--- config.mk ---
export PLATFORM = sky130hd
export DESIGN_NAME = return_and_rotate_exec
export DESIGN_NICKNAME = d
export VERILOG_FILES = /design/src/ret_rot_pkg.sv /design/src/rot_if.sv /design/src/return_and_rotate_exec.sv /design/src/rotate_unit.sv
export SDC_FILE = /design/constraint.sdc
export NUM_CORES = 1
export LEC_CHECK = 0
export ABC_AREA = 1
export BUFFER_PORTS_ARGS = -buffer_cell sky130_fd_sc_hd__buf_2
export CAP_MARGIN = 20
export CELL_PAD_IN_SITES_DETAIL_PLACEMENT = 0
export CELL_PAD_IN_SITES_GLOBAL_PLACEMENT = 1
export CORE_MARGIN = 2
export CORE_UTILIZATION = 45
export CTS_CLUSTER_SIZE = 24
export DETAILED_ROUTE_END_ITERATION = 10
export PLACE_DENSITY = 0.84
export REMOVE_ABC_BUFFERS = 1
export SLEW_MARGIN = 30
export SYNTH_ARGS = -nofsm -noshare
export SYNTH_HDL_FRONTEND = slang
export SYNTH_SLANG_ARGS = --single-unit
--- constraint.sdc ---
create_clock -name core_clk -period 3.3 [get_ports core_clk]
set_input_delay 0.165 -clock core_clk [delete_from_list [all_inputs] [get_ports core_clk]]
set_output_delay 0.165 -clock core_clk [all_outputs]
set_load 0.005 [all_outputs]
--- src/ret_rot_pkg.sv ---
// constants and types for the return and rotate execution slice
//
// Behaviour
// - return-with-literal loads immediate byte into accumulator
// - return-with-literal pops PC, sets irq enable, two cycles
// - return-from-interrupt pops PC, sets irq enable, two cycles
// - plain return pops PC only, two cycles
// - rotate left: carry into bit0, bit7 to carry
// - rotate right: carry into bit7, bit0 to carry
// - destination select 0 accumulator, 1 memory
`default_nettype none
package ret_rot_pkg;
  localparam int DATA_W  = 8;   // data path width
  localparam int PC_W    = 10;  // program counter width
  localparam int SP_W    = 3;   // stack pointer width
  localparam int ADDR_W  = 6;   // data memory address width
  localparam int MSB_BIT = 7;   // top bit of a data byte
  localparam int LSB_BIT = 0;   // bottom bit of a data byte
  localparam logic [SP_W-1:0]   SP_ONE    = 3'h1;   // one stack step
  localparam logic [SP_W-1:0]   SP_RESET  = 3'h0;   // empty stack
  localparam logic [DATA_W-1:0] ACC_RESET = 8'h00;  // accumulator after reset
  localparam logic [PC_W-1:0]   PC_RESET  = 10'h000;
  localparam logic              DEST_ACC  = 1'b0;   // destination select: accumulator
  localparam logic              DEST_MEM  = 1'b1;   // destination select: memory byte

  // operations this slice executes
  typedef enum logic [2:0] {
    op_none_type_v,
    op_return_with_literal,
    op_return_from_interrupt,
    op_return_from_subroutine,
    op_rotate_left_through_carry,
    op_rotate_right_through_carry
  } op_type;

  // execution sequencer states
  typedef enum logic [1:0] {
    st_idle,
    st_ret_second
  } exec_state_type;
endpackage
`default_nettype wire

--- src/rot_if.sv ---
// interface carrying rotate request and result between main and rotate unit
`timescale 1ns/10ps
`default_nettype none
interface rot_if;
  logic                           left;     // 1 rotate left, 0 rotate right
  logic [ret_rot_pkg::DATA_W-1:0] operand;  // byte being rotated
  logic                           carry_in; // carry before the rotate
  logic [ret_rot_pkg::DATA_W-1:0] result;   // rotated byte
  logic                           carry_out;// carry after the rotate
  modport requester (output left, output operand, output carry_in,
                     input result, input carry_out);
  modport rotator (input left, input operand, input carry_in,
                   output result, output carry_out);
endinterface
`default_nettype wire

--- src/return_and_rotate_exec.sv ---
// execution slice for the return and rotate-through-carry instructions
`timescale 1ns/10ps
`default_nettype none
module return_and_rotate_exec #(
  parameter int STACK_DEPTH = 8  // call stack entries
) (
  // clock and reset
  input  wire logic                            core_clk,
  input  wire logic                            rst_n,
  // instruction issue
  input  wire logic                            issue,
  input  wire ret_rot_pkg::op_type             op,
  input  wire logic [ret_rot_pkg::DATA_W-1:0]  literal,
  input  wire logic                            dest_sel,
  input  wire logic [ret_rot_pkg::ADDR_W-1:0]  mem_addr,
  input  wire logic [ret_rot_pkg::DATA_W-1:0]  mem_rdata,
  // stack push from the call path
  input  wire logic                            push,
  input  wire logic [ret_rot_pkg::PC_W-1:0]    push_addr,
  // irq enable clear by interrupt entry
  input  wire logic                            irq_enable_clear,
  // core state
  output logic                                 busy,
  output logic [ret_rot_pkg::PC_W-1:0]         pc,
  output logic [ret_rot_pkg::DATA_W-1:0]       accumulator,
  output logic                                 carry,
  output logic                                 global_irq_enable,
  output logic [ret_rot_pkg::SP_W-1:0]         stack_ptr,
  // data memory write back
  output logic                                 mem_we,
  output logic [ret_rot_pkg::ADDR_W-1:0]       mem_waddr,
  output logic [ret_rot_pkg::DATA_W-1:0]       mem_wdata
);

  ////////////////////////////////////////////////////////////////////////
  // state
  ret_rot_pkg::exec_state_type     state_r, state_nxt;   // sequencer
  logic [ret_rot_pkg::PC_W-1:0]    pc_r, pc_nxt;         // program counter
  logic [ret_rot_pkg::DATA_W-1:0]  acc_r, acc_nxt;       // accumulator
  logic                            carry_r, carry_nxt;   // carry flag
  logic                            gie_r, gie_nxt;       // irq enable
  logic                            set_gie_r, set_gie_nxt; // pending set
  logic [ret_rot_pkg::SP_W-1:0]    sp_r, sp_nxt;         // stack pointer
  logic [ret_rot_pkg::PC_W-1:0]    stack_r [STACK_DEPTH];// stack entries
  logic [ret_rot_pkg::PC_W-1:0]    stack_nxt [STACK_DEPTH];
  logic                            we_r, we_nxt;         // memory write
  logic [ret_rot_pkg::ADDR_W-1:0]  waddr_r, waddr_nxt;
  logic [ret_rot_pkg::DATA_W-1:0]  wdata_r, wdata_nxt;
  logic [ret_rot_pkg::SP_W-1:0]    top_idx;              // top entry index

  rot_if rot ();

  // rotate unit shares the operand byte
  rotate_unit u_rot (
    .rot (rot)
  );

  ////////////////////////////////////////////////////////////////////////
  // drive rotate request
  always_comb begin
    rot.left     = (op == ret_rot_pkg::op_rotate_left_through_carry);
    rot.operand  = mem_rdata;
    rot.carry_in = carry_r;
  end

  // top entry sits one below the pointer; pointer counts filled entries
  always_comb begin
    top_idx = sp_r - ret_rot_pkg::SP_ONE;
  end

  ////////////////////////////////////////////////////////////////////////
  // next-state logic
  always_comb begin
    state_nxt   = state_r;
    pc_nxt      = pc_r;
    acc_nxt     = acc_r;
    carry_nxt   = carry_r;
    gie_nxt     = gie_r;
    set_gie_nxt = set_gie_r;
    sp_nxt      = sp_r;
    stack_nxt   = stack_r;
    we_nxt      = 1'b0;
    waddr_nxt   = waddr_r;
    wdata_nxt   = wdata_r;
    if (irq_enable_clear) begin
      gie_nxt = 1'b0;
    end
    case (state_r)
      ret_rot_pkg::st_idle: begin
        if (push) begin
          // push path for calls; wraps like a hardware stack
          stack_nxt[sp_r] = push_addr;
          sp_nxt          = sp_r + ret_rot_pkg::SP_ONE;
        end else if (issue) begin
          case (op)
            ret_rot_pkg::op_return_with_literal: begin
              acc_nxt     = literal;
              set_gie_nxt = 1'b1;
              state_nxt   = ret_rot_pkg::st_ret_second;
            end
            ret_rot_pkg::op_return_from_interrupt: begin
              set_gie_nxt = 1'b1;
              state_nxt   = ret_rot_pkg::st_ret_second;
            end
            ret_rot_pkg::op_return_from_subroutine: begin
              set_gie_nxt = 1'b0;
              state_nxt   = ret_rot_pkg::st_ret_second;
            end
            ret_rot_pkg::op_rotate_left_through_carry,
            ret_rot_pkg::op_rotate_right_through_carry: begin
              carry_nxt = rot.carry_out;
              if (dest_sel == ret_rot_pkg::DEST_ACC) begin
                acc_nxt = rot.result;
              end else begin
                we_nxt    = 1'b1;
                waddr_nxt = mem_addr;
                wdata_nxt = rot.result;
              end
            end
            default: begin
              // other instructions belong to other slices
            end
          endcase
        end
      end
      ret_rot_pkg::st_ret_second: begin
        // second cycle: load PC from top, then pop
        pc_nxt    = stack_r[top_idx];
        sp_nxt    = top_idx;
        state_nxt = ret_rot_pkg::st_idle;
        if (set_gie_r) begin
          gie_nxt = 1'b1;
        end
        set_gie_nxt = 1'b0;
      end
      default: begin
        state_nxt = ret_rot_pkg::st_idle;
      end
    endcase
  end

  ////////////////////////////////////////////////////////////////////////
  // registers
  always_ff @(posedge core_clk or negedge rst_n) begin
    if (!rst_n) begin
      state_r   <= ret_rot_pkg::st_idle;
      pc_r      <= ret_rot_pkg::PC_RESET;
      acc_r     <= ret_rot_pkg::ACC_RESET;
      carry_r   <= 1'b0;
      gie_r     <= 1'b0;
      set_gie_r <= 1'b0;
      sp_r      <= ret_rot_pkg::SP_RESET;
      for (int i = 0; i < STACK_DEPTH; i++) begin
        stack_r[i] <= ret_rot_pkg::PC_RESET;
      end
      we_r      <= 1'b0;
      waddr_r   <= '0;
      wdata_r   <= ret_rot_pkg::ACC_RESET;
    end else begin
      state_r   <= state_nxt;
      pc_r      <= pc_nxt;
      acc_r     <= acc_nxt;
      carry_r   <= carry_nxt;
      gie_r     <= gie_nxt;
      set_gie_r <= set_gie_nxt;
      sp_r      <= sp_nxt;
      stack_r   <= stack_nxt;
      we_r      <= we_nxt;
      waddr_r   <= waddr_nxt;
      wdata_r   <= wdata_nxt;
    end
  end

  // outputs
  always_comb begin
    busy              = (state_r != ret_rot_pkg::st_idle);
    pc                = pc_r;
    accumulator       = acc_r;
    carry             = carry_r;
    global_irq_enable = gie_r;
    stack_ptr         = sp_r;
    mem_we            = we_r;
    mem_waddr         = waddr_r;
    mem_wdata         = wdata_r;
  end
endmodule
`default_nettype wire

--- src/rotate_unit.sv ---
// combinational rotate-through-carry unit
`timescale 1ns/10ps
`default_nettype none
module rotate_unit (
  // request and result
  rot_if.rotator rot
);
  ////////////////////////////////////////////////////////////////////////
  // pure function so both directions share one place
  function automatic logic [ret_rot_pkg::DATA_W:0] rotate(
    input logic                           left,
    input logic [ret_rot_pkg::DATA_W-1:0] val,
    input logic                           cin);
    logic [ret_rot_pkg::DATA_W:0] r;
    r = '0;
    if (left) begin
      r = {val, cin};
    end else begin
      r = {val[ret_rot_pkg::LSB_BIT], cin,
           val[ret_rot_pkg::MSB_BIT:ret_rot_pkg::LSB_BIT+1]};
    end
    return r;
  endfunction

  // carry-out is the top bit of the packed result
  always_comb begin
    {rot.carry_out, rot.result} = rotate(rot.left, rot.operand, rot.carry_in);
  end
endmodule
`default_nettype wire
== Word level (Yosys, flattened, before mapping) ==
Cells that the tools add are included.

* Register bits after elaboration: 121
* Bits of input ports: 41
* Output and inout bits: 39
* Logic and storage cells: 80

* $add $sub $neg: 2
* Order comparisons: 3
* Equal/unequal tests: 12
* Muxes and demuxes: 27
* Bitwise logic cells: 3
* Reductions and logical operators: 15

{| class="wikitable"
|+ Operators by type and width
! cell !! number
|-
| bitwise mux 80 bit || 1
|-
| binary-select mux 10 bit (select 3 bit) || 1
|-
| demux 10 bit (select 3 bit) || 1
|-
| two-way mux 10 bit || 3
|-
| one-hot mux 8 bit (2 select lines) || 1
|-
| two-way mux 1 bit || 10
|-
| != test 2 bit, second input constant || 5
|-
| AND reduction 5 bit || 2
|-
| two-way mux 9 bit || 1
|-
| >= comparator 4 bit, second input constant || 2
|-
| two-way mux 2 bit || 4
|-
| two-way mux 8 bit || 1
|-
| inverter 3 -> 4 bit || 2
|-
| AND reduction 4 bit || 2
|-
| equality test 3 x 2 -> 1 bit, second input constant || 2
|-
| equality test 3 bit, second input constant || 2
|-
| one-hot mux 3 bit (2 select lines) || 1
|-
| nonzero test 2 bit || 3
|-
| less-than comparator 4 x 1 -> 1 bit, second input constant || 1
|-
| one-hot mux 1 bit (2 select lines) || 2
|-
| AND reduction 2 bit || 2
|-
| OR reduction 2 bit || 2
|-
| adder 3 x 1 -> 3 bit, second input constant || 1
|-
| equality test 3 x 1 -> 1 bit, second input constant || 1
|-
| 9 further kinds || 9
|}

== Logic depth before layout (Yosys ltp) ==
Gate-level depths: netlist of the first run.

* Depth after elaboration: 6
* Mapped depth: 10
* Mapped depth without buffers: 8

== Hierarchy ==
A second synthesis of the first run with hierarchy kept.

* Cell total of the unflattened synthesis: 733
* Area total of the unflattened synthesis: 5,724.2 µm²

{| class="wikitable"
|+ Modules (own cells, without submodules)
! module !! times used !! cells an instance !! area an instance (µm²) !! sequential area each (µm²)
|-
| return_and_rotate_exec || 1 || 704 || 5,607.9 || 3,002.9
|-
| rotate_unit || 1 || 29 || 116.4 || 0.0
|}

== Least setup slack after synthesis of the first run ==
Ideal clock, no wire load.

* Path type: reg2reg
* From: register sp_r (netlist bit stack_ptr[0])
* To: register pc_r (netlist bit pc[2])
* Setup time: 0.124 ns
* Data arrival time: 1.700 ns
* Data required time: 3.176 ns
* Path slack: 1.476 ns
* Cell stages (with the launch flop): 10
* Path buffers: 3
* Period minus slack after synthesis: 1.824 ns
* Cell sequence: dfrtp_1 -> inv_2 -> buf_2 -> buf_2 -> ha_1 -> inv_1 -> clkbuf_1 -> nand3_1 -> nand3_1 -> nand3_1

* Word-level cells in the longest chain between the ends: 5

{| class="wikitable"
|+ Ends and longest elaborated chain
! item !! RTL line !! RTL
|-
| start, declared || return_and_rotate_exec.sv:43 || <nowiki>logic [ret_rot_pkg::SP_W-1:0] sp_r, sp_nxt;</nowiki>
|-
| start signal, assigned || return_and_rotate_exec.sv:152 || <nowiki>sp_r <= ret_rot_pkg::SP_RESET;</nowiki>
|-
| start signal, assigned || return_and_rotate_exec.sv:166 || <nowiki>sp_r <= sp_nxt;</nowiki>
|-
| subtractor 3 x 1 -> 3 bit || return_and_rotate_exec.sv:68 || <nowiki>top_idx = sp_r - ret_rot_pkg::SP_ONE;</nowiki>
|-
| inverter 3 -> 4 bit (not written as such) || return_and_rotate_exec.sv:128 || <nowiki>pc_nxt = stack_r[top_idx];</nowiki>
|-
| binary-select mux 10 bit (select 3 bit) || return_and_rotate_exec.sv:128 ||
|-
| two-way mux 10 bit (not written as such) (2 in series) || return_and_rotate_exec.sv:128 ||
|-
| end signal, assigned || return_and_rotate_exec.sv:147 || <nowiki>pc_r <= ret_rot_pkg::PC_RESET;</nowiki>
|-
| end signal, assigned || return_and_rotate_exec.sv:161 || <nowiki>pc_r <= pc_nxt;</nowiki>
|-
| end, declared || return_and_rotate_exec.sv:38 || <nowiki>logic [ret_rot_pkg::PC_W-1:0] pc_r, pc_nxt;</nowiki>
|}

No other way between the ends. The select of a mux whose other input is x is not followed.
A chain may end at the register's enable or synchronous reset.

== Final worst setup path of the first run ==
* From: register sp_r (netlist bit stack_ptr[0])
* To: register stack_r[29] in the netlist's numbering

* Word-level cells in the longest chain between the ends: 6
* Elaborated cells between the ends (all ways): 7
* Those cells by class: order compare: 2; mux: 3; bitwise: 1; reduce/logical: 1

{| class="wikitable"
|+ Ends and longest elaborated chain
! item !! RTL line !! RTL
|-
| inverter 3 -> 4 bit (not written as such) * || return_and_rotate_exec.sv:92 || <nowiki>stack_nxt[sp_r] = push_addr;</nowiki>
|-
| >= comparator 4 bit (not written as such) / less-than comparator 4 x 1 -> 1 bit (equally long branches) || return_and_rotate_exec.sv:92 ||
|-
| logical AND 1 bit (not written as such) || return_and_rotate_exec.sv:92 ||
|-
| two-way mux 10 bit (not written as such) || return_and_rotate_exec.sv:92 ||
|-
| demux 10 bit (select 3 bit) * || return_and_rotate_exec.sv:92 ||
|-
| bitwise mux 80 bit * || return_and_rotate_exec.sv:92 ||
|-
| end signal, assigned by index || return_and_rotate_exec.sv:154 || <nowiki>stack_r[i] <= ret_rot_pkg::PC_RESET;</nowiki>
|-
| end signal, assigned || return_and_rotate_exec.sv:167 || <nowiki>stack_r <= stack_nxt;</nowiki>
|-
| end, declared || return_and_rotate_exec.sv:44 || <nowiki>logic [ret_rot_pkg::PC_W-1:0] stack_r [STACK_DEPTH];</nowiki>
|}

Every way passes the cells marked *; elsewhere a longest branch is shown, timed or not.

==> results of run 1 <==
==> stage by stage <==
stage               hold slack [ns]  total power [uW]
finish                       0.0221              6620
global route                 0.0301              7140
CTS                         0.00859              6680
detailed placement            0.359              4620
global placement              0.346              4550
floorplan                    -0.131              3840
==> timing repair <==
action | CTS | global route
hold buffers | 10 | 0
endpoints found under the hold margin | 77 | 0
setup buffers | 0 | 0
==> cell usage in the layout (no fill, tap or decap), drive strengths merged <==
master / n
bufinv: 4
inv: 62
nand2: 272
o21a: 8
o21ai: 100
nor2: 33
ha: 2
nand3: 65
a21oi: 9
o21bai: 1
dlygate4sd3: 10
dfrtp: 120
clkinvlp: 1
clkinv: 2
a22oi: 1
o211ai: 1
xor2: 1
clkbuf: 24
a31oi: 1
buf: 88
==> worst paths after layout <==
path / cells after the start / to / startpoint / slack, ns
min: 3 / stack_r[1] / push_addr[1] / 0.02
max in group asynchronous: 3 / stack_r[39] / rst_n / 2.26
max: 5 / stack_r[29] / stack_ptr[0] / 1.03
max reg2reg: 5 / stack_r[29] / stack_ptr[0] / 1.03
min in group asynchronous: 2 / pc[6] / rst_n / 0.33
min reg2reg: 2 / accumulator[7] / accumulator[7] / 0.47
==> kinds of logic after synthesis <==
| family | after synthesis | synth area share (%) |
|---|---|---|
| AOI/OAI and AO/OA | 121 | 11.5 |
| xor gates and xnor gates | 1 | 0.156 |
| adders and majority gates | 2 | 0.445 |
| buffers and inverters | 100 | 7.67 |
| DFF | 120 | 53.4 |
| and+or+nand+nor | 370 | 26.8 |
==> critical path, delay by kind of cell, from the launching register on <==
kind / cells / cell delay, ns
flip-flops: 1 / 0.70
buffers and inverters: 1 / 0.42
AND/OR/NAND/NOR: 3 / 0.93
AO/OA/AOI/OAI: 1 / 0.13
==> final cells by class <==
cell class / instances / area, um2 / area share, %
repair buffers: 98 / 582 / 8.46
inverters: 62 / 233 / 3.39
well taps: 168 / 210 / 3.06
clock buffers: 24 / 512 / 7.44
flip-flops and latches: 120 / 3000 / 43.7
multi-input cells: 494 / 2200 / 31.9
clock inverters: 7 / 138 / 2.00
==> registers in the layout, indices dropped and copies added (netlist names) <==
signal             cells
accumulator            8
set_gie_r              1
state_r                1
stack_ptr              3
mem_waddr              6
mem_we                 1
carry                  1
global_irq_enable      1
pc                    10
mem_wdata              8
stack_r               80
==> per-layer routing <==
metal	share of wire (%)	vias up
li1	-	2423
met1	47	2292
met2	47	120
met3	4.6	16
met4	1.4	0
met5	0	-
==> power by group <==
part,total (uW),switching (uW),leakage [uW],internal [uW]
sequential,2460,374,0.00149,2090
combinational,2160,1340,0.00170,818
clock,2000,628,0.000318,1380
==> qor.log, run 1 <==
[outcome] run status finished clean
[cts] clock tree sinks 120
[sta] Peak Freq 440 MHz
[route] number of violations reported at the end of detailed-routing iteration 0 329
[logic_synthesis] sequential fraction of the synthesis area 53.4%
[logic_synthesis] Yosys warning count 0
[finish] fin util 56.8%
[sta] setup repair after global routing missed its margin false
[finish] count of inserted antenna diode cells 0
[setup_path] maximum fanout encountered on the critical timing path 32
[finish] final layout net count 836
[finish] share of final-layout standard cells stronger than drive strength 1 17.6%
[sta] accumulated negative setup slack 0 ns
[floorplanning] vertical extent of the die 116 um
[grt] vias in the first global route 4695
[floorplanning] count of standard-cell rows 40
[finish] filler instances 1107
[place] worst slack after detailed placement 1.02 ns
[sta] final setup fails 0
[setup_path] library cell contributing the largest single delay on the critical path sky130_fd_sc_hd__dfrtp_2
[setup_path] startpoint class of the critical path flop
[sta] Fin Clk Skew 0.00819 ns
[cts] CTS buffer count 17
[cts] clk root buf sky130_fd_sc_hd__clkbuf_16
[grt] met2 layer usage reported by global route 35.7%
[finish] synthesis-to-finish area growth 22.2%
[logic_synthesis] biggest area contributors in the synthesized netlist sky130_fd_sc_hd__dfrtp_1 (53%), sky130_fd_sc_hd__nand2_1 (18%), sky130_fd_sc_hd__o21ai_1 (7.2%)
[logic_synthesis] Post-Synthesis Cells 714
[setup_path] data arrival at the endpoint of the critical path 2.62 ns
[route] detailed-routing iteration count for the pre-antenna-repair pass 6
[logic_synthesis] Cell Area, Synth 5630 um2
[logic_synthesis] share of flip-flops with an asynchronous set or reset 100%
[place] I/O Buffers 79
[floorplanning] overall die width 116 um
[grt] global route total overflow 0
[finish] Finished Cell Area 6870 um2
[logic_synthesis] synth unique cells 25
[route] DR vias/cell 4.99
[route] post-detailed-route DRC marker count 0
[place] Area after DPL 6120 um2
[floorplanning] CORE AREA 12100 um2
[cts] number of cells upsized or downsized after cts 0
[sta] fin crit share 68.9%
[sta] final slew viol count 0
[cts] CTS H-tree lvls 4
[finish] Non-Filler Instances 973
[sta] Worst Tran Pin Value 0.920 ns
[logic_synthesis] share of the synthesized area in the top cell type 53.4%
[power_and_ir_drop] pwr/cell area 964 nW/um2
[place] Post-Place Cells 932
[logic_synthesis] post-synthesis cell type with the largest combined area sky130_fd_sc_hd__dfrtp_1
[grt] maximum number of pins on one net before global-route repair 70
[grt] met1 Use GR 30.3%
[floorplanning] count of pins on the block boundary 80
[grt] all-layer global routing usage 22.6%
[hold_path] path type of the worst min-delay path primary input to flop
[flow_run] max-cap check violation count 0
[grt] global-route met3 utilization 6.28%
[grt] initial antenna violation count 0
[cts] maximum count of clock buffers along a single path 2
[route] total vias in the final route 4851
[place] final HPWL from detailed placement 9070 um
[sta] Hold Violations, Final 0
[logic_synthesis] Avg Inst Size Synth 7.88 um2
[route] routed wire length 14100 um
[setup_path] cell chain of the critical path buf_4 > nand2_2 > nor2_2 > nor2_1 > a21oi_2
[setup_path] required time reported for the critical path endpoint 3.64 ns
[cts] CTS tree yes
[power_and_ir_drop] Static Leakage 0.00351 uW
[cts] clock network latency to the later pin of the worst-skew pair 0.42 ns
[sta] Slew headroom 38.5%
[logic_synthesis] most common cell in the synthesized netlist sky130_fd_sc_hd__nand2_1
[logic_synthesis] most instantiated flip-flop cell in the synthesis netlist sky130_fd_sc_hd__dfrtp_1
[sta] Worst Setup Slack, final 1.03 ns
[grt] first-pass GRT wire length 23200 um
[place] GP Congestion 0.864
[cts] clock slew at the register clock pins of the worst setup and hold paths 0.05 ns
[floorplanning] initial core utilization 46.4%
[setup_path] delay of the slowest cell on the worst path 0.70 ns
[sta] post-route minimum period 2.27 ns
[logic_synthesis] most numerous cell types in the synthesized netlist sky130_fd_sc_hd__nand2_1 (269), sky130_fd_sc_hd__dfrtp_1 (120), sky130_fd_sc_hd__o21ai_1 (81), sky130_fd_sc_hd__nand3_1 (63), sky130_fd_sc_hd__inv_1 (55)
[floorplanning] die footprint 13400 um2
[route] mean routed wirelength per cell 14.5 um
[logic_synthesis] count of flip-flops with a built-in enable after synthesis 0
[power_and_ir_drop] Max rail drop VDD 451 uV
[route] post-route ant nets 0
[logic_synthesis] flop and latch count out of synthesis 120
[setup_path] Worst Setup Path Type flop to flop
[grt] Most Used Layer, Global Route met2
[setup_path] endpoint type of the worst setup path flop
(Power assumes the default switching activity.)
==> run 2, diff against run 1 <==
ABC_AREA = 0   (was 1)
CORE_UTILIZATION = 47   (was 45)
PLACE_DENSITY = 0.8   (was 0.84)
clock period = 2.3 ns   (was 3.3 ns; I/O delays follow)
==> run 2 against run 1 <==
Non-clock buffer count up 7. Critical path type unchanged. Sequential share of layout area is 0.31 points higher. Clock skew is essentially flat. Global-route usage is 2.2 points lower. Cell area down 0.75%. Utilization is 3.0 points higher. Final cell count decreased by 32%. Synthesized cell count decreased by 43%. Die area shrank 6.2%. Highest routed layer unchanged.
==> qor.log, run 2 <==
[sta] worst hold slack 0.0314 ns [was 0.0221 ns]
[cts] maximum count of clock buffers along a single path 2 [unchanged]
[outcome] run status finished clean [unchanged]
[cts] CTS H-tree lvls 4 [unchanged]
[power_and_ir_drop] power share of the combinational group 38.0% [was 32.6%]
[logic_synthesis] most common cell in the synthesized netlist sky130_fd_sc_hd__dfrtp_1 [was sky130_fd_sc_hd__nand2_1]
[setup_path] required time reported for the critical path endpoint 2.59 ns [was 3.64 ns]
[grt] first-pass GRT wire length 20000 um [was 23200 um]
[route] detailed-routing iteration count for the pre-antenna-repair pass 4 [was 6]
[setup_path] cell chain of the critical path inv_1 > ha_2 > xnor2_1 > and2_1 > a22oi_1 > a31o_2 [was buf_4 > nand2_2 > nor2_2 > nor2_1 > a21oi_2]
[sta] Worst Setup Slack, final 0.241 ns [was 1.03 ns]
[finish] commonest cells after routing, fill and taps aside sky130_fd_sc_hd__dfrtp_1 (120), sky130_fd_sc_hd__mux2_2 (84), sky130_fd_sc_hd__buf_2 (78), sky130_fd_sc_hd__mux2i_1 (49), sky130_fd_sc_hd__a22oi_1 (22) [was sky130_fd_sc_hd__nand2_1 (269), sky130_fd_sc_hd__dfrtp_1 (119), sky130_fd_sc_hd__o21ai_1 (81), sky130_fd_sc_hd__buf_2 (78), sky130_fd_sc_hd__nand3_1 (62)]
[hold_path] Endpoint, Worst Hold stack_r[14] [was stack_r[1]]
[cts] clock network latency to the later pin of the worst-skew pair 0.40 ns [was 0.42 ns]
[route] DR vias/cell 5.45 [was 4.99]
[grt] initial antenna violation count 0 [unchanged]
[logic_synthesis] Post-Synthesis Cells 404 [was 714]
[cts] CTS tree yes [unchanged]
[floorplanning] initial core utilization 48.2% [was 46.4%]
[finish] Finished Cell Area 6820 um2 [was 6870 um2]
[grt] global route total overflow 0 [unchanged]
[route] number of violations reported at the end of detailed-routing iteration 0 215 [was 329]
[logic_synthesis] count of flip-flops with a built-in enable after synthesis 0 [unchanged]
[place] GP Congestion 0.769 [was 0.864]
[cts] clk root buf sky130_fd_sc_hd__clkbuf_16 [unchanged]
[place] Area after DPL 6130 um2 [was 6120 um2]
[logic_synthesis] most numerous cell types in the synthesized netlist sky130_fd_sc_hd__dfrtp_1 (120), sky130_fd_sc_hd__mux2_2 (84), sky130_fd_sc_hd__mux2i_1 (49), sky130_fd_sc_hd__a22oi_1 (22) [was sky130_fd_sc_hd__nand2_1 (269), sky130_fd_sc_hd__dfrtp_1 (120), sky130_fd_sc_hd__o21ai_1 (81), sky130_fd_sc_hd__nand3_1 (63), sky130_fd_sc_hd__inv_1 (55)]
[place] I/O Buffers 79 [unchanged]
[cts] CTS buffer count 17 [unchanged]
[cts] clock tree sinks 120 [unchanged]
[power_and_ir_drop] power dissipated by switching net loads 3150 uW [was 2350 uW]
[hold_path] number of cells on the worst hold path 2 [was 3]
[power_and_ir_drop] Sw Ratio 31.6% [was 35.4%]
[setup_path] Worst Setup Path Type flop to flop [unchanged]
[sta] Peak Freq 486 MHz [was 440 MHz]
[logic_synthesis] most instantiated flip-flop cell in the synthesis netlist sky130_fd_sc_hd__dfrtp_1 [unchanged]
[sta] Slew headroom 55.6% [was 38.5%]
[sta] fin crit share 89.5% [was 68.9%]
[power_and_ir_drop] pwr/cell area 1460 nW/um2 [was 964 nW/um2]
[cts] clock slew at the register clock pins of the worst setup and hold paths 0.05 ns [about the same]
[route] total vias in the final route 3614 [was 4851]
[sta] Hold Violations, Final 0 [unchanged]
[setup_path] worst flop-to-flop path endpoint pc[6] [was stack_r[29]]
[cts] buffers inserted during post-CTS setup optimization 0 [unchanged]
[setup_path] endpoint type of the worst setup path flop [unchanged]
[finish] final layout net count 550 [was 836]
[power_and_ir_drop] Max rail drop VDD 691 uV [was 451 uV]
[flow_run] max-cap check violation count 0 [unchanged]
[logic_synthesis] Avg Inst Size Synth 13.6 um2 [was 7.88 um2]
[finish] most common cell after layout, fill and taps aside sky130_fd_sc_hd__dfrtp_1 [was sky130_fd_sc_hd__nand2_1]
[power_and_ir_drop] clock power share 26.8% [was 30.3%]
[place] final HPWL from detailed placement 7820 um [was 9070 um]
[hold_path] path type of the worst min-delay path primary input to flop [unchanged]
[setup_path] delay of the slowest cell on the worst path 0.51 ns [was 0.70 ns]
[finish] area of the multi-input gates 2370 um2 [was 2200 um2]
[logic_synthesis] share of the synthesized area in the top cell type 54.6% [was 53.4%]
[finish] filler instances 946 [was 1107]
[floorplanning] CORE AREA 11400 um2 [was 12100 um2]
[hold_path] startpoint of the most critical hold path push_addr[4] [was push_addr[1]]
[floorplanning] count of standard-cell rows 39 [was 40]
[place] Post-Place Cells 622 [was 932]
[setup_path] data arrival at the endpoint of the critical path 2.35 ns [was 2.62 ns]
[logic_synthesis] flop and latch count out of synthesis 120 [unchanged]
[setup_path] Buf+Inv Stages, Crit Path 1 [unchanged]
[sta] setup repair after global routing missed its margin false [unchanged]
[setup_path] worst reg2reg path depth 6 [was 5]
[setup_path] startpoint class of the critical path flop [unchanged]
[route] mean routed wirelength per cell 18.2 um [was 14.5 um]
[logic_synthesis] share of flip-flops with an asynchronous set or reset 100% [unchanged]
[sta] Worst Tran Pin Value 0.664 ns [was 0.920 ns]
[power_and_ir_drop] Static Leakage 0.00317 uW [was 0.00351 uW]
[logic_synthesis] biggest area contributors in the synthesized netlist sky130_fd_sc_hd__dfrtp_1 (55%), sky130_fd_sc_hd__mux2_2 (17%), sky130_fd_sc_hd__mux2i_1 (8.9%) [was sky130_fd_sc_hd__dfrtp_1 (53%), sky130_fd_sc_hd__nand2_1 (18%), sky130_fd_sc_hd__o21ai_1 (7.2%)]
[finish] Biggest register stack_r [unchanged]
[finish] share of final-layout standard cells stronger than drive strength 1 44.4% [was 17.6%]
[logic_synthesis] synth unique cells 38 [was 25]
[power_and_ir_drop] overall power 9980 uW [was 6620 uW]
[route] post-detailed-route DRC marker count 0 [unchanged]
[cts] # hold bufs at CTS 9 [was 10]
[logic_synthesis] sequential fraction of the synthesis area 54.6% [was 53.4%]
[cts] number of cells upsized or downsized after cts 0 [unchanged]
[sta] final slew viol count 0 [unchanged]
[floorplanning] overall die width 112 um [was 116 um]
[sta] Fin Clk Skew 0.00778 ns [was 0.00819 ns]
[sta] final setup fails 0 [unchanged]
[grt] maximum number of pins on one net before global-route repair 121 [was 70]
[finish] flip-flop and latch area 3000 um2 [about the same]
[logic_synthesis] post-synthesis cell type with the largest combined area sky130_fd_sc_hd__dfrtp_1 [unchanged]
[grt] all-layer global routing usage 20.4% [was 22.6%]
[finish] flip-flop count of the largest register after layout 80 [unchanged]
[grt] vias in the first global route 3881 [was 4695]
[finish] count of inserted antenna diode cells 0 [unchanged]
[sta] post-route minimum period 2.06 ns [was 2.27 ns]
[setup_path] library cell contributing the largest single delay on the critical path sky130_fd_sc_hd__and2_1 [was sky130_fd_sc_hd__dfrtp_2]
[power_and_ir_drop] Internal Dissipation 6830 uW [was 4280 uW]
[place] worst slack after detailed placement 0.280 ns [was 1.02 ns]
[setup_path] kind of cell adding the most delay to the critical path simple AND/OR/NAND/NOR gates [unchanged]
[floorplanning] die footprint 12600 um2 [was 13400 um2]
[floorplanning] count of pins on the block boundary 80 [unchanged]
[setup_path] maximum fanout encountered on the critical timing path 10 [was 32]
[finish] synthesis-to-finish area growth 24.1% [was 22.2%]
[route] post-route ant nets 0 [unchanged]
[setup_path] setup slack on the worst flop-to-flop path 0.24 ns [was 1.03 ns]
[setup_path] worst reg2reg path startpoint stack_ptr[1] [was stack_ptr[0]]
[logic_synthesis] Cell Area, Synth 5500 um2 [was 5630 um2]
[route] routed wire length 12100 um [was 14100 um]
[logic_synthesis] Yosys warning count 0 [unchanged]
[floorplanning] vertical extent of the die 112 um [was 116 um]
[power_and_ir_drop] power share of the sequential group 35.2% [was 37.1%]
[finish] Non-Filler Instances 663 [was 973]
==> run 2: cell count changes after synthesis, moves of 11 or more <==
| cell | change |
|---|---|
| sky130_fd_sc_hd__inv_1 | -50 |
| sky130_fd_sc_hd__nand3_1 | -61 |
| sky130_fd_sc_hd__nor2_1 | -24 |
| sky130_fd_sc_hd__mux2i_1 | +49 |
| sky130_fd_sc_hd__o21ai_1 | -81 |
| sky130_fd_sc_hd__mux2_2 | +84 |
| sky130_fd_sc_hd__buf_2 | -19 |
| sky130_fd_sc_hd__a22oi_1 | +21 |
| sky130_fd_sc_hd__nor2b_1 | +11 |
| sky130_fd_sc_hd__nand2_1 | -258 |
==> run 2: layer usage <==
layer	vias to the layer above	GRT usage (%)	wire length [um]
li1	1690	-	-
met1	1822	25.8	5350
met2	88	33.9	5890
met3	14	6.32	653
met4	0	6.59	152
met5	-	0	0
==> run 2: how the worst max path moves through the flow <==
stage                      start    end  slack, ns  cells after the start
finish              stack_ptr[1]  pc[6]       0.24                      6
global route        stack_ptr[1]  pc[6]       0.09                      6
CTS                 stack_ptr[1]  pc[6]       0.24                      6
detailed placement  stack_ptr[1]  pc[6]       0.28                      6
global placement    stack_ptr[1]  pc[8]       0.36                      6
floorplan           stack_ptr[0]  pc[8]      -0.49                      5
==> run 2: power by group through the flow <==
stage	clock, uW	combinational (uW)	sequential, uW
after floorplan	0	2570	3460
after global placement	0	3700	3470
after detailed placement	0	3790	3540
after CTS	2710	3820	3520
after global routing	2820	4120	3630
final	2670	3790	3510
==> run 2: final cells by class <==
type                            count  area share [%]
Sequential cell                   120            44.0
Timing Repair Buffer              105            9.57
Clock buffer                       24            7.06
Inverter                            5           0.275
Multi-Input combinational cell    258            34.7
Tap cell                          143            2.62
Clock inverter                      8            1.74
==> run 2: cells by family after synthesis <==
group                    synth area share (%)
XOR/XNOR                                0.478
AND/OR/NAND/NOR                          5.51
AO/OA/AOI/OAI                            8.42
buffers and inverters                    2.37
adder cells (fa/ha/maj)                 0.455
multiplexers                             28.2
flip-flops                               54.6
==> run 2: metrics by stage <==
stage          util [%]  setup TNS [ns]
2_1_floorplan         -           -5.59
3_3_place_gp       53.7               0
3_5_place_dp       53.7               0
4_1_cts            59.8               0
5_1_grt            59.8               0
6_report           59.8               0
==> run 2: worst register-to-register path, cell delays in order (launching register included) <==
cell	delay, ns
sky130_fd_sc_hd__dfrtp_1	0.37
sky130_fd_sc_hd__inv_1	0.15
sky130_fd_sc_hd__ha_2	0.23
sky130_fd_sc_hd__xnor2_1	0.20
sky130_fd_sc_hd__and2_1	0.51
sky130_fd_sc_hd__a22oi_1	0.21
sky130_fd_sc_hd__a31o_2	0.27
==> run 3, diff against run 2 <==
--- a/config.mk
+++ b/config.mk
@@ -11,5 +11,5 @@
 export CELL_PAD_IN_SITES_DETAIL_PLACEMENT = 0
 export CELL_PAD_IN_SITES_GLOBAL_PLACEMENT = 1
-export CORE_MARGIN = 2
+export CORE_MARGIN = 3
 export CORE_UTILIZATION = 47
 export CTS_CLUSTER_SIZE = 24
==> constraint.sdc (replaced) <==
create_clock -name core_clk -period 2.3 [get_ports core_clk]
set_input_delay 0.115 -clock core_clk [delete_from_list [all_inputs] [get_ports core_clk]]
set_output_delay 0.115 -clock core_clk [all_outputs]
set_load 0.05 [all_outputs]
==> run 3 against run 2 <==
Utilization is 1.8 points higher. Global-route usage increased by 0.10 points. First-iteration DRC count decreased by 7.4%. Sequential cell count stayed put. Critical path depth unchanged. Register-to-register slack gained 0.21 ns. Via count up 1.6%. Power up 7.5%. Sequential share of layout area is 0.15 points lower.
==> qor.log, run 3 (same netlist as run 2, synthesis figures left out) <==
[outcome] run status finished clean [unchanged]
[sta] Slew headroom 59.1% [was 55.6%]
[cts] maximum count of clock buffers along a single path 2 [unchanged]
[cts] clock tree sinks 120 [unchanged]
[power_and_ir_drop] power dissipated by switching net loads 3860 uW [was 3150 uW]
[cts] number of cells upsized or downsized after cts 0 [unchanged]
[hold_path] number of cells on the worst hold path 3 [was 2]
[power_and_ir_drop] Static Leakage 0.00318 uW [was 0.00317 uW]
[floorplanning] vertical extent of the die 114 um [was 112 um]
[route] number of violations reported at the end of detailed-routing iteration 0 199 [was 215]
[setup_path] setup slack on the worst flop-to-flop path 0.45 ns [was 0.24 ns]
[finish] commonest cells after routing, fill and taps aside sky130_fd_sc_hd__dfrtp_1 (120), sky130_fd_sc_hd__mux2_2 (84), sky130_fd_sc_hd__buf_2 (78), sky130_fd_sc_hd__mux2i_1 (49), sky130_fd_sc_hd__a22oi_1 (22) [unchanged]
[finish] count of inserted antenna diode cells 0 [unchanged]
[power_and_ir_drop] power share of the sequential group 32.8% [was 35.2%]
[floorplanning] die footprint 13000 um2 [was 12600 um2]
[setup_path] data arrival at the endpoint of the critical path 2.14 ns [was 2.35 ns]
[hold_path] Endpoint, Worst Hold mem_wdata[6] [was stack_r[14]]
[place] final HPWL from detailed placement 8160 um [was 7820 um]
[sta] Worst Tran Pin Value 0.611 ns [was 0.664 ns]
[hold_path] path type of the worst min-delay path primary input to flop [unchanged]
[power_and_ir_drop] Max rail drop VDD 828 uV [was 691 uV]
[flow_run] max-cap check violation count 0 [unchanged]
[setup_path] endpoint type of the worst setup path flop [unchanged]
[cts] clock network latency to the later pin of the worst-skew pair 0.41 ns [was 0.40 ns]
[sta] Peak Freq 542 MHz [was 486 MHz]
[setup_path] worst reg2reg path depth 6 [unchanged]
[grt] maximum number of pins on one net before global-route repair 69 [was 121]
[power_and_ir_drop] pwr/cell area 1570 nW/um2 [was 1460 nW/um2]
[route] DR vias/cell 5.53 [was 5.45]
[sta] final setup fails 0 [unchanged]
[hold_path] startpoint of the most critical hold path mem_rdata[7] [was push_addr[4]]
[setup_path] required time reported for the critical path endpoint 2.60 ns [was 2.59 ns]
[setup_path] critical path startpoint stack_ptr[1] [unchanged]
[place] Area after DPL 6150 um2 [was 6130 um2]
[cts] CTS buffer count 17 [unchanged]
[finish] Finished Cell Area 6850 um2 [was 6820 um2]
[floorplanning] CORE AREA 11100 um2 [was 11400 um2]
[power_and_ir_drop] Sw Ratio 35.9% [was 31.6%]
[grt] all-layer global routing usage 20.5% [was 20.4%]
[power_and_ir_drop] clock power share 25.2% [was 26.8%]
[setup_path] worst reg2reg path startpoint stack_ptr[1] [unchanged]
[route] post-route ant nets 0 [unchanged]
[power_and_ir_drop] overall power 10700 uW [was 9980 uW]
[grt] vias in the first global route 3913 [was 3881]
[cts] clk root buf sky130_fd_sc_hd__clkbuf_16 [unchanged]
[finish] share of final-layout standard cells stronger than drive strength 1 44.8% [was 44.4%]
[place] I/O Buffers 79 [unchanged]
[cts] CTS tree yes [unchanged]
[cts] # hold bufs at CTS 9 [unchanged]
[setup_path] maximum fanout encountered on the critical timing path 20 [was 10]
[sta] post-route minimum period 1.85 ns [was 2.06 ns]
[sta] fin crit share 80.3% [was 89.5%]
[route] total vias in the final route 3671 [was 3614]
[grt] first-pass GRT wire length 20400 um [was 20000 um]
[cts] buffers inserted during post-CTS setup optimization 0 [unchanged]
[floorplanning] count of pins on the block boundary 80 [unchanged]
[setup_path] worst flop-to-flop path endpoint pc[8] [was pc[6]]
[finish] most common cell after layout, fill and taps aside sky130_fd_sc_hd__dfrtp_1 [unchanged]
[power_and_ir_drop] Internal Dissipation 6870 uW [was 6830 uW]
[floorplanning] overall die width 114 um [was 112 um]
[finish] fin util 61.5% [was 59.8%]
[route] post-detailed-route DRC marker count 0 [unchanged]
[place] GP Congestion 0.767 [was 0.769]
[finish] final layout net count 554 [was 550]
[sta] final slew viol count 0 [unchanged]
[floorplanning] initial core utilization 49.4% [was 48.2%]
[route] mean routed wirelength per cell 18.7 um [was 18.2 um]
[finish] flip-flop count of the largest register after layout 80 [unchanged]
[finish] synthesis-to-finish area growth 24.5% [was 24.1%]
[sta] accumulated negative setup slack 0 ns [unchanged]
[setup_path] Worst Setup Path Type flop to flop [unchanged]
[route] detailed-routing iteration count for the pre-antenna-repair pass 4 [unchanged]
[sta] setup repair after global routing missed its margin false [unchanged]
[grt] global route total overflow 0 [unchanged]
[sta] Fin Clk Skew 0.00736 ns [was 0.00778 ns]
[floorplanning] count of standard-cell rows 38 [was 39]
[route] routed wire length 12400 um [was 12100 um]
[cts] CTS H-tree lvls 4 [unchanged]
[grt] initial antenna violation count 0 [unchanged]
[cts] clock slew at the register clock pins of the worst setup and hold paths 0.05 ns [about the same]
[sta] Hold Violations, Final 0 [unchanged]
[finish] Biggest register stack_r [unchanged]
[setup_path] startpoint class of the critical path flop [unchanged]
[power_and_ir_drop] power share of the combinational group 42.0% [was 38.0%]
run 3: cell types whose count changed in the layout (fill, tap and decap cells not counted), sizes merged:
cell      change
clkinv        -3
clkbuf        +1
clkinvlp      +2
buf           +4
run 3: how the worst max path moves through the flow:
| stage | end | cells past startpoint |
|---|---|---|
| 6_report | pc[8] | 6 |
| 5_1_grt | pc[8] | 6 |
| 3_5_place_dp | pc[8] | 6 |
| 2_1_floorplan | pc[8] | 5 |
| 4_1_cts | pc[8] | 6 |
| 3_3_place_gp | pc[7] | 6 |
run 3: layout make-up:
class                           instances  area [um2]
Multi-Input combinational cell        258        2370
Inverter                                5        18.8
Tap cell                              140         175
Sequential cell                       120        3000
Clock inverter                          7         115
Fill cell                             916        4280
Timing Repair Buffer                  109         671
Clock buffer                           25         495
run 3: per-stage QoR:
stage	hold slack, ns	instances	worst slack (ns)
3_5_place_dp	0.0671	623	0.455
5_1_grt	0.0328	664	0.293
4_1_cts	0.0127	664	0.442
3_3_place_gp	0.0651	623	0.482
2_1_floorplan	-0.181	383	-0.849
6_report	0.0254	664	0.454
run 3: worst max-delay path: stages, from the launching register on:
cell	delay (ns)
sky130_fd_sc_hd__dfrtp_1	0.33
sky130_fd_sc_hd__inv_1	0.09
sky130_fd_sc_hd__ha_2	0.37
sky130_fd_sc_hd__buf_4	0.34
sky130_fd_sc_hd__mux2i_1	0.23
sky130_fd_sc_hd__a22oi_1	0.11
sky130_fd_sc_hd__a31o_2	0.25
run 3: layer usage:
| metal | wire length, um | track usage, % | share of wire (%) |
|---|---|---|---|
| met2 | 5900 | 32.0 | 48 |
| met5 | 0 | 0 | 0 |
| met3 | 349 | 4.55 | 2.8 |
| met1 | 5830 | 27.5 | 47 |
| met4 | 334 | 9.34 | 2.7 |
run 3: power by group through the flow:
stage / logic [uW] / clock network, uW / registers [uW]
6_report: 4510 / 2710 / 3510
5_1_grt: 4850 / 2840 / 3630
3_3_place_gp: 4410 / 0 / 3500
2_1_floorplan: 2560 / 0 / 4160
4_1_cts: 4540 / 2740 / 3510
3_5_place_dp: 4520 / 0 / 3540
